File: src/rtl/aphp_pkg.sv
package aphp_pkg;
    localparam int DATA_W = 12;
    localparam int CREG_W = 10;
    localparam int FIFO_DEPTH = 16;
    localparam int ADDR_LO_POS = 10;
    localparam int ADDR_HI_POS = 11;
    localparam logic [1:0] CREG0_ADDR = 2'h0;
    localparam logic [1:0] CREG1_ADDR = 2'h1;
    localparam int REF_SEL_POS = 0;
    localparam int FIFO_RST_POS = 1;
    localparam int STROBE_MODE_POS = 2;
    localparam logic [9:0] CREG0_RESET = 10'h000;
    localparam logic [9:0] CREG1_RESET = 10'h000;
    // Irq status and mask bit positions
    localparam int IRQ_OVF_POS = 0;
    localparam int IRQ_AVAIL_POS = 1;
    localparam int IRQ_W = 2;
    // Host-side control port offsets
    localparam logic [1:0] OFS_STATUS = 2'h0;
    localparam logic [1:0] OFS_MASK = 2'h1;
    localparam logic [1:0] OFS_CREG0 = 2'h2;
    localparam logic [1:0] OFS_CREG1 = 2'h3;
    // Port access states
    typedef enum logic [2:0] {
        APHP_IDLE = 3'b001,
        APHP_READ = 3'b010,
        APHP_WRITE = 3'b100
    } aphp_state_t;
endpackage

File: src/rtl/aphp_sync.sv
`timescale 1ns/1ns
// Two-flop synchroniser per bit
module aphp_sync #(
    parameter int W = 1
) (
    // Clock and reset
    input wire logic mclk_i,
    input wire logic reset_i,
    // Data
    input wire logic [W-1:0] d_i,
    output logic [W-1:0] q_o
);
    logic [W-1:0] meta;

    // First stage feeds only the second
    always_ff @(posedge mclk_i) begin
        if (reset_i) begin
            meta <= '0;
            q_o <= '0;
        end else begin
            meta <= d_i;
            q_o <= meta;
        end
    end
endmodule

File: src/rtl/aphp_fifo.sv
`timescale 1ns/1ns
// Sample FIFO with overflow pulse
module aphp_fifo #(
    parameter int W = 12,
    parameter int DEPTH = 16
) (
    // Clock and reset
    input wire logic mclk_i,
    input wire logic reset_i,
    // Write side
    input wire logic wr_valid_i,
    input wire logic [W-1:0] wr_data_i,
    output logic wr_ready_o,
    output logic overflow_o,
    // Read side
    input wire logic rd_ready_i,
    output logic rd_valid_o,
    output logic [W-1:0] rd_data_o
);
    localparam int AW = $clog2(DEPTH);
    logic [W-1:0] mem [DEPTH];
    logic [AW-1:0] wp;
    logic [AW-1:0] rp;
    logic [AW:0] cnt;
    logic push;
    logic pop;

    assign wr_ready_o = (cnt != (AW+1)'(DEPTH));
    assign rd_valid_o = (cnt != '0);
    assign rd_data_o = mem[rp];
    assign push = wr_valid_i && wr_ready_o;
    assign pop = rd_ready_i && rd_valid_o;
    // Write into full drops the sample and flags it
    assign overflow_o = wr_valid_i && !wr_ready_o;

    // Storage
    always_ff @(posedge mclk_i) begin
        if (push) begin
            mem[wp] <= wr_data_i;
        end
    end

    // Pointers and fill level
    always_ff @(posedge mclk_i) begin
        if (reset_i) begin
            wp <= '0;
            rp <= '0;
            cnt <= '0;
        end else begin
            if (push) begin
                wp <= wp + AW'(1);
            end
            if (pop) begin
                rp <= rp + AW'(1);
            end
            cnt <= cnt + (AW+1)'(push) - (AW+1)'(pop);
        end
    end
endmodule

File: src/rtl/aphp_port.sv
`timescale 1ns/1ns
// Parallel processor port of a dual-channel sampling converter
module aphp_port #(
    parameter int DEPTH = aphp_pkg::FIFO_DEPTH
) (
    // Clock and reset
    input wire logic mclk_i,
    input wire logic reset_i,
    // Processor pins, asynchronous
    input wire logic select_active_low_i,
    input wire logic select_active_high_i,
    input wire logic write_pin_i,
    input wire logic read_strobe_n_i,
    input wire logic [aphp_pkg::DATA_W-1:0] data_i,
    output logic [aphp_pkg::DATA_W-1:0] data_o,
    output logic [aphp_pkg::DATA_W-1:0] data_oe_o,
    output logic fifo_overflow_flag_o,
    // Conversion results
    input wire logic sample_valid_i,
    input wire logic [aphp_pkg::DATA_W-1:0] sample_i,
    // Analog control
    output logic ref_external_o,
    output logic [aphp_pkg::CREG_W-1:0] creg0_o,
    output logic [aphp_pkg::CREG_W-1:0] creg1_o,
    // Control register port
    input wire logic [1:0] addr_i,
    input wire logic [31:0] wdata_i,
    input wire logic wr_i,
    input wire logic rd_i,
    output logic [31:0] rdata_o,
    // Interrupt
    output logic irq_o
);
    import aphp_pkg::*;

    logic s_csn;
    logic s_cs;
    logic s_wr;
    logic s_rdn;
    logic [DATA_W-1:0] s_data;
    logic [CREG_W-1:0] creg0;
    logic [CREG_W-1:0] creg1;
    logic strobe_mode;
    logic selected;
    logic rd_req;
    logic wr_req;
    logic rd_req_q;
    logic wr_req_q;
    logic rd_start;
    logic wr_start;
    logic fifo_rst;
    logic fifo_reset;
    logic ovf_pulse;
    logic f_valid;
    logic [DATA_W-1:0] f_data;
    logic pop;
    logic host_wr;
    logic [IRQ_W-1:0] irq_stat;
    logic [IRQ_W-1:0] irq_mask;
    logic [IRQ_W-1:0] irq_evt;
    logic f_valid_q;
    aphp_state_t state;
    aphp_state_t next_state;

    // Pins are asynchronous to mclk
    aphp_sync #(.W(DATA_W + 4)) u_sync (
        .mclk_i(mclk_i),
        .reset_i(reset_i),
        .d_i({select_active_low_i, select_active_high_i, write_pin_i,
              read_strobe_n_i, data_i}),
        .q_o({s_csn, s_cs, s_wr, s_rdn, s_data})
    );

    // FIFO clears on hardware reset or the FIFO-reset control bit
    assign fifo_reset = reset_i || fifo_rst;

    aphp_fifo #(.W(DATA_W), .DEPTH(DEPTH)) u_fifo (
        .mclk_i(mclk_i),
        .reset_i(fifo_reset),
        .wr_valid_i(sample_valid_i),
        .wr_data_i(sample_i),
        .wr_ready_o(),
        .overflow_o(ovf_pulse),
        .rd_ready_i(pop),
        .rd_valid_o(f_valid),
        .rd_data_o(f_data)
    );

    assign strobe_mode = creg1[STROBE_MODE_POS];
    assign selected = !s_csn && s_cs;
    // Strobe mode: write pin low writes, read strobe low reads
    // Direction mode: write pin high reads, low writes; read strobe ignored
    assign wr_req = selected && !s_wr;
    assign rd_req = selected && (strobe_mode ? !s_rdn : s_wr);
    assign rd_start = rd_req && !rd_req_q;
    assign wr_start = wr_req && !wr_req_q;
    // One FIFO word per read access
    assign pop = rd_start && f_valid && (state == APHP_IDLE);

    // Access request history for edge detection
    always_ff @(posedge mclk_i) begin
        if (reset_i) begin
            rd_req_q <= 1'b0;
            wr_req_q <= 1'b0;
        end else begin
            rd_req_q <= rd_req;
            wr_req_q <= wr_req;
        end
    end

    // Access state
    always_comb begin
        next_state = state;
        case (state)
            APHP_IDLE: begin
                if (rd_start) begin
                    next_state = APHP_READ;
                end else if (wr_start) begin
                    next_state = APHP_WRITE;
                end
            end
            APHP_READ: begin
                if (!rd_req) begin
                    next_state = APHP_IDLE;
                end
            end
            APHP_WRITE: begin
                if (!wr_req) begin
                    next_state = APHP_IDLE;
                end
            end
            default: begin
                next_state = APHP_IDLE;
            end
        endcase
    end

    always_ff @(posedge mclk_i) begin
        if (reset_i) begin
            state <= APHP_IDLE;
        end else begin
            state <= next_state;
        end
    end

    // Read data and bus drive; bus floats outside a read
    always_ff @(posedge mclk_i) begin
        if (reset_i) begin
            data_o <= '0;
            data_oe_o <= '0;
        end else begin
            if (pop) begin
                data_o <= f_data;
            end
            data_oe_o <= {DATA_W{next_state == APHP_READ}};
        end
    end

    assign host_wr = wr_i && (addr_i == OFS_CREG0 || addr_i == OFS_CREG1);

    // Control registers: pin writes address by top data bits
    // Strobe mode resets to direction select; host writes it after the first direction read
    always_ff @(posedge mclk_i) begin
        if (reset_i) begin
            creg0 <= CREG0_RESET;
            creg1 <= CREG1_RESET;
            fifo_rst <= 1'b0;
        end else begin
            fifo_rst <= 1'b0;
            if (wr_start && state == APHP_IDLE) begin
                if ({s_data[ADDR_HI_POS], s_data[ADDR_LO_POS]} == CREG0_ADDR) begin
                    creg0 <= s_data[CREG_W-1:0];
                    fifo_rst <= s_data[FIFO_RST_POS];
                end else if ({s_data[ADDR_HI_POS], s_data[ADDR_LO_POS]} == CREG1_ADDR) begin
                    creg1 <= s_data[CREG_W-1:0];
                end
            end else if (host_wr) begin
                if (addr_i == OFS_CREG0) begin
                    creg0 <= wdata_i[CREG_W-1:0];
                    fifo_rst <= wdata_i[FIFO_RST_POS];
                end else begin
                    creg1 <= wdata_i[CREG_W-1:0];
                end
            end
        end
    end

    // Overflow flag: sticky, cleared only by the two resets
    always_ff @(posedge mclk_i) begin
        if (fifo_reset) begin
            fifo_overflow_flag_o <= 1'b0;
        end else if (ovf_pulse) begin
            fifo_overflow_flag_o <= 1'b1;
        end
    end

    // Registered copies for analog control
    always_ff @(posedge mclk_i) begin
        if (reset_i) begin
            ref_external_o <= 1'b0;
            creg0_o <= CREG0_RESET;
            creg1_o <= CREG1_RESET;
        end else begin
            ref_external_o <= creg0[REF_SEL_POS];
            creg0_o <= creg0;
            creg1_o <= creg1;
        end
    end

    // Interrupt events: overflow and data becoming available
    always_ff @(posedge mclk_i) begin
        if (reset_i) begin
            f_valid_q <= 1'b0;
        end else begin
            f_valid_q <= f_valid;
        end
    end

    assign irq_evt = {f_valid && !f_valid_q, ovf_pulse};

    // Sticky status, write one clears, set wins over clear
    always_ff @(posedge mclk_i) begin
        if (reset_i) begin
            irq_stat <= '0;
        end else begin
            irq_stat <= (irq_stat & ~((wr_i && addr_i == OFS_STATUS) ?
                         wdata_i[IRQ_W-1:0] : '0)) | irq_evt;
        end
    end

    always_ff @(posedge mclk_i) begin
        if (reset_i) begin
            irq_mask <= '0;
        end else if (wr_i && addr_i == OFS_MASK) begin
            irq_mask <= wdata_i[IRQ_W-1:0];
        end
    end

    always_ff @(posedge mclk_i) begin
        if (reset_i) begin
            irq_o <= 1'b0;
        end else begin
            irq_o <= |(irq_stat & irq_mask);
        end
    end

    // Read data one cycle after strobe; zero otherwise
    always_ff @(posedge mclk_i) begin
        if (reset_i) begin
            rdata_o <= '0;
        end else if (rd_i) begin
            case (addr_i)
                OFS_STATUS: rdata_o <= {30'h0, irq_stat};
                OFS_MASK: rdata_o <= {30'h0, irq_mask};
                OFS_CREG0: rdata_o <= {22'h0, creg0};
                OFS_CREG1: rdata_o <= {22'h0, creg1};
                default: rdata_o <= '0;
            endcase
        end else begin
            rdata_o <= '0;
        end
    end
endmodule

File: config.mk
export PLATFORM = sky130hd
export DESIGN_NAME = aphp_port
export DESIGN_NICKNAME = d
export VERILOG_FILES = /design/src/rtl/aphp_pkg.sv /design/src/rtl/aphp_sync.sv /design/src/rtl/aphp_fifo.sv /design/src/rtl/aphp_port.sv
export SDC_FILE = /design/constraint.sdc
export NUM_CORES = 1
export LEC_CHECK = 0
export ABC_AREA = 1
export BUFFER_PORTS_ARGS = -buffer_cell sky130_fd_sc_hd__clkbuf_2
export CAP_MARGIN = 20
export CELL_PAD_IN_SITES_DETAIL_PLACEMENT = 1
export CELL_PAD_IN_SITES_GLOBAL_PLACEMENT = 1
export CORE_MARGIN = 3
export CORE_UTILIZATION = 45
export DETAILED_ROUTE_END_ITERATION = 10
export PLACE_DENSITY_LB_ADDON = 0.3
export SYNTH_ARGS = -nofsm -noshare
export SYNTH_HDL_FRONTEND = slang
export SYNTH_SLANG_ARGS = --single-unit
File: constraint.sdc
create_clock -name mclk_i -period 3.3 [get_ports mclk_i]
set_input_delay 0.66 -clock mclk_i [delete_from_list [all_inputs] [get_ports mclk_i]]
set_output_delay 0.66 -clock mclk_i [all_outputs]
set_load 0.005 [all_outputs]
==> results.tsv <==
metric	value	unit
final core utilization	52.9	%
Synth area leader	edfxtp_1	
worst relative slew slack	43.5	%
hold buffer count at CTS	0	
DIE HEIGHT	175	um
global route overflow	0	
Initial DRT Pass Iterations	4	
final net count	1566	
hpwl dp	21.6	mm
Critical Path AT	3.00	ns
Crit Path Max Fanout	3	
Starting Density	46.0	%
layout cells sized above 1	12.6	%
post-route clock period utilization	77.7	%
routed vias/inst	4.97	
post-synthesis cell area	12900	um2
Initial DRC Count	546	
Pwr Density	597	nW/um2
crit end category	flop	
Wirelength per Cell	18.0	um
total track usage	22.1	%
placed inst area	13700	um2
VDD IR max	402	uV
initial antenna violation count	1	
CP startpoint kind	flop	
clock slew at reported path FFs	0.06	ns
synth top area cells	edfxtp_1 45%, dfxtp_1 19%, nand2_1 12%	
HP Class	in -> reg	
Yosys reg bits	313	
Ant. Diodes	0	
Remaining DRCs	0	
final slew viol count	0	
Syn Area/Cell	9.27	um2
H-tree depth	2	
distinct cell type count after synthesis	32	
Synth Instances	1387	
synth warn	0	
max frequency	390	MHz
post-synth top area share	44.9	%
total CTS buffers	34	
TritonCTS clock tree	yes	
CP Data Required Time	3.73	ns
LEAKAGE	6.55	nW
final hold vios	0	
FP Rows	61	
Worst-Margin Slew	0.847	ns
vias post-DR	9394	
Worst-Skew Late Latency	0.51	ns
Critical Path, Cell by Cell	inv_1 > ha_1 > nand3_1 > nand4_2 > inv_2 > ha_1 > inv_1 > ha_1 > fa_1 > a21oi_1 > nor2_1 > nor2_1 > o21ai_0 > a21oi_1	
Die Area	30600	um2
slowest CP cell	fa_1	
area growth from synthesis to layout	15.0	%
Bufs on Longest Clock Path	3	
setup TNS	0	ns
Clock Root Buffer	clkbuf_16	
Max Cap Viol	0	
port bufs	101	
vias in the first global route	9942	
final critical-path required period	2.56	ns
Die X	175	um
slowest stage delay, CP	0.44	ns
fin area	14800	um2
Routed Antenna Nets	0	
status	finished, final reports clean	
Seq/Total Area, Yosys	63.7	%
Fin Clk Skew	0.0184	ns
post_cts resized	0	
final wirelength	34.0	mm
Post-CTS Setup Inserts	0	
CP dominant cell by count	ha_1	
RSZ-0062 raised after global routing	no	
WS Path Type	reg -> reg	
first-pass GRT wire length	53.0	mm
GPL Wtd Cong	0.801	
core area	27900	um2
Fin Hold WS	0.351	ns
Final setup viols	0	
CTS Sinks	313	
largest net degree at the start of global routing	99	
Ports	146	
final timing paths:
path,startpoint,end,slack [ns],cells after the start
setup / recovery,u_fifo.cnt[2],u_fifo.cnt[4],0.74,14
setup reg to reg,u_fifo.cnt[2],u_fifo.cnt[4],0.74,14
hold / removal,select_active_low_i,u_sync.meta[15],0.35,3
hold reg to reg,u_sync.meta[1],u_sync.q_o[1],0.40,2
cell usage after synthesis, drive strengths merged:
library cell	count
nand2	404
inv	220
edfxtp	192
nand3	149
dfxtp	121
nor2	112
buf	59
a21oi	47
clkbuf	32
o21ai	21
ha	11
nand4	5
xor2	3
a41oi	2
nor3	2
clkinv	1
conb	1
fa	1
o21a	1
or2	1
or3	1
xnor2	1
cell families (layout without fill, tap and decap cells):
group,count (synthesis),count (layout),share of synthesized area (%)
AND/OR/NAND/NOR,674,674,21.5
buffers and inverters,312,416,10.4
other,1,22,0.0292
AO/OA/AOI/OAI,71,71,2.84
flip-flops,313,313,63.7
adder cells (fa/ha/maj),12,12,1.23
XOR/XNOR,4,4,0.273
layer usage:
metal  routed length (um)  track usage, %  share of wire, %
met2                17300            38.7                51
met3                 1450            3.46               4.3
met4                  821            6.95               2.4
met1                14400            28.4                42
met5                   12               0             0.035
layout by cell type, fill, tap and decap left out:
cell type / Yosys / final
nand4_1: 4 / 4
nand3_1: 148 / 148
edfxtp_1: 192 / 192
or2_2: 1 / 1
a21oi_1: 47 / 47
buf_12: 0 / 1
nor2_2: 2 / 2
xor2_1: 3 / 3
nand3_2: 1 / 1
ha_1: 11 / 11
dfxtp_2: 0 / 2
clkinv_2: 0 / 3
buf_4: 36 / 31
clkbuf_2: 0 / 101
nand4_2: 1 / 1
nor3_4: 1 / 1
clkbuf_16: 0 / 37
or3_1: 1 / 1
conb_1: 1 / 22
nand2_2: 2 / 2
fa_1: 1 / 1
inv_2: 3 / 3
nor2_1: 110 / 110
o21ai_1: 1 / 1
a41oi_1: 2 / 2
bufinv_16: 0 / 2
inv_1: 217 / 217
dfxtp_1: 121 / 119
clkbuf_8: 0 / 2
clkbuf_1: 32 / 13
clkinv_1: 1 / 5
o21a_1: 1 / 1
buf_16: 0 / 1
o21ai_0: 20 / 20
nand2_1: 402 / 402
xnor2_1: 1 / 1
nor3_1: 1 / 1
area by class of cell:
type / count / area (um2)
clock buffer: 52 / 1000
clock inverter: 9 / 90.1
fill: 3266 / 13200
inverter: 221 / 830
multi-input combinational: 783 / 3410
sequential: 313 / 8190
tap: 378 / 473
timing repair buffer: 134 / 786
through the flow:
stage,total power (W),std cells,setup slack (ns)
6_report,0.00883,1890,0.735
2_1_floorplan,0.00492,1408,0.807
3_5_place_dp,0.00518,1828,0.743
5_1_grt,0.00918,1890,0.511
3_3_place_gp,0.00513,1828,0.862
4_1_cts,0.00890,1889,0.711
worst max-delay path: cells and delay by family (launching register included):
| kind | cells | cell delay, ns |
|---|---|---|
| simple gates | 4 | 0.52 |
| compound gates | 3 | 0.39 |
| buf+inv | 3 | 0.16 |
| fa+ha+maj | 4 | 1.11 |
| flops | 1 | 0.32 |
power breakdown:
| part | switching, W | internal, W | total (W) |
|---|---|---|---|
| Clock | 0.00147 | 0.00225 | 0.00372 |
| Sequential | 0.0000727 | 0.00432 | 0.00439 |
| Combinational | 0.000489 | 0.000229 | 0.000718 |
| Total | 0.00203 | 0.00679 | 0.00883 |
registers in the layout (all words and copies together) (netlist names), 3 cells and up:
name,cells
data_o,12
u_fifo.mem,192
u_fifo.wp,4
u_fifo.cnt,5
rdata_o,10
creg1_o,10
state,3
u_sync.q_o,16
u_fifo.rp,4
creg0_o,10
creg1,10
u_sync.meta,16
creg0,10
Note: power is estimated with default switching activity, not from simulation.
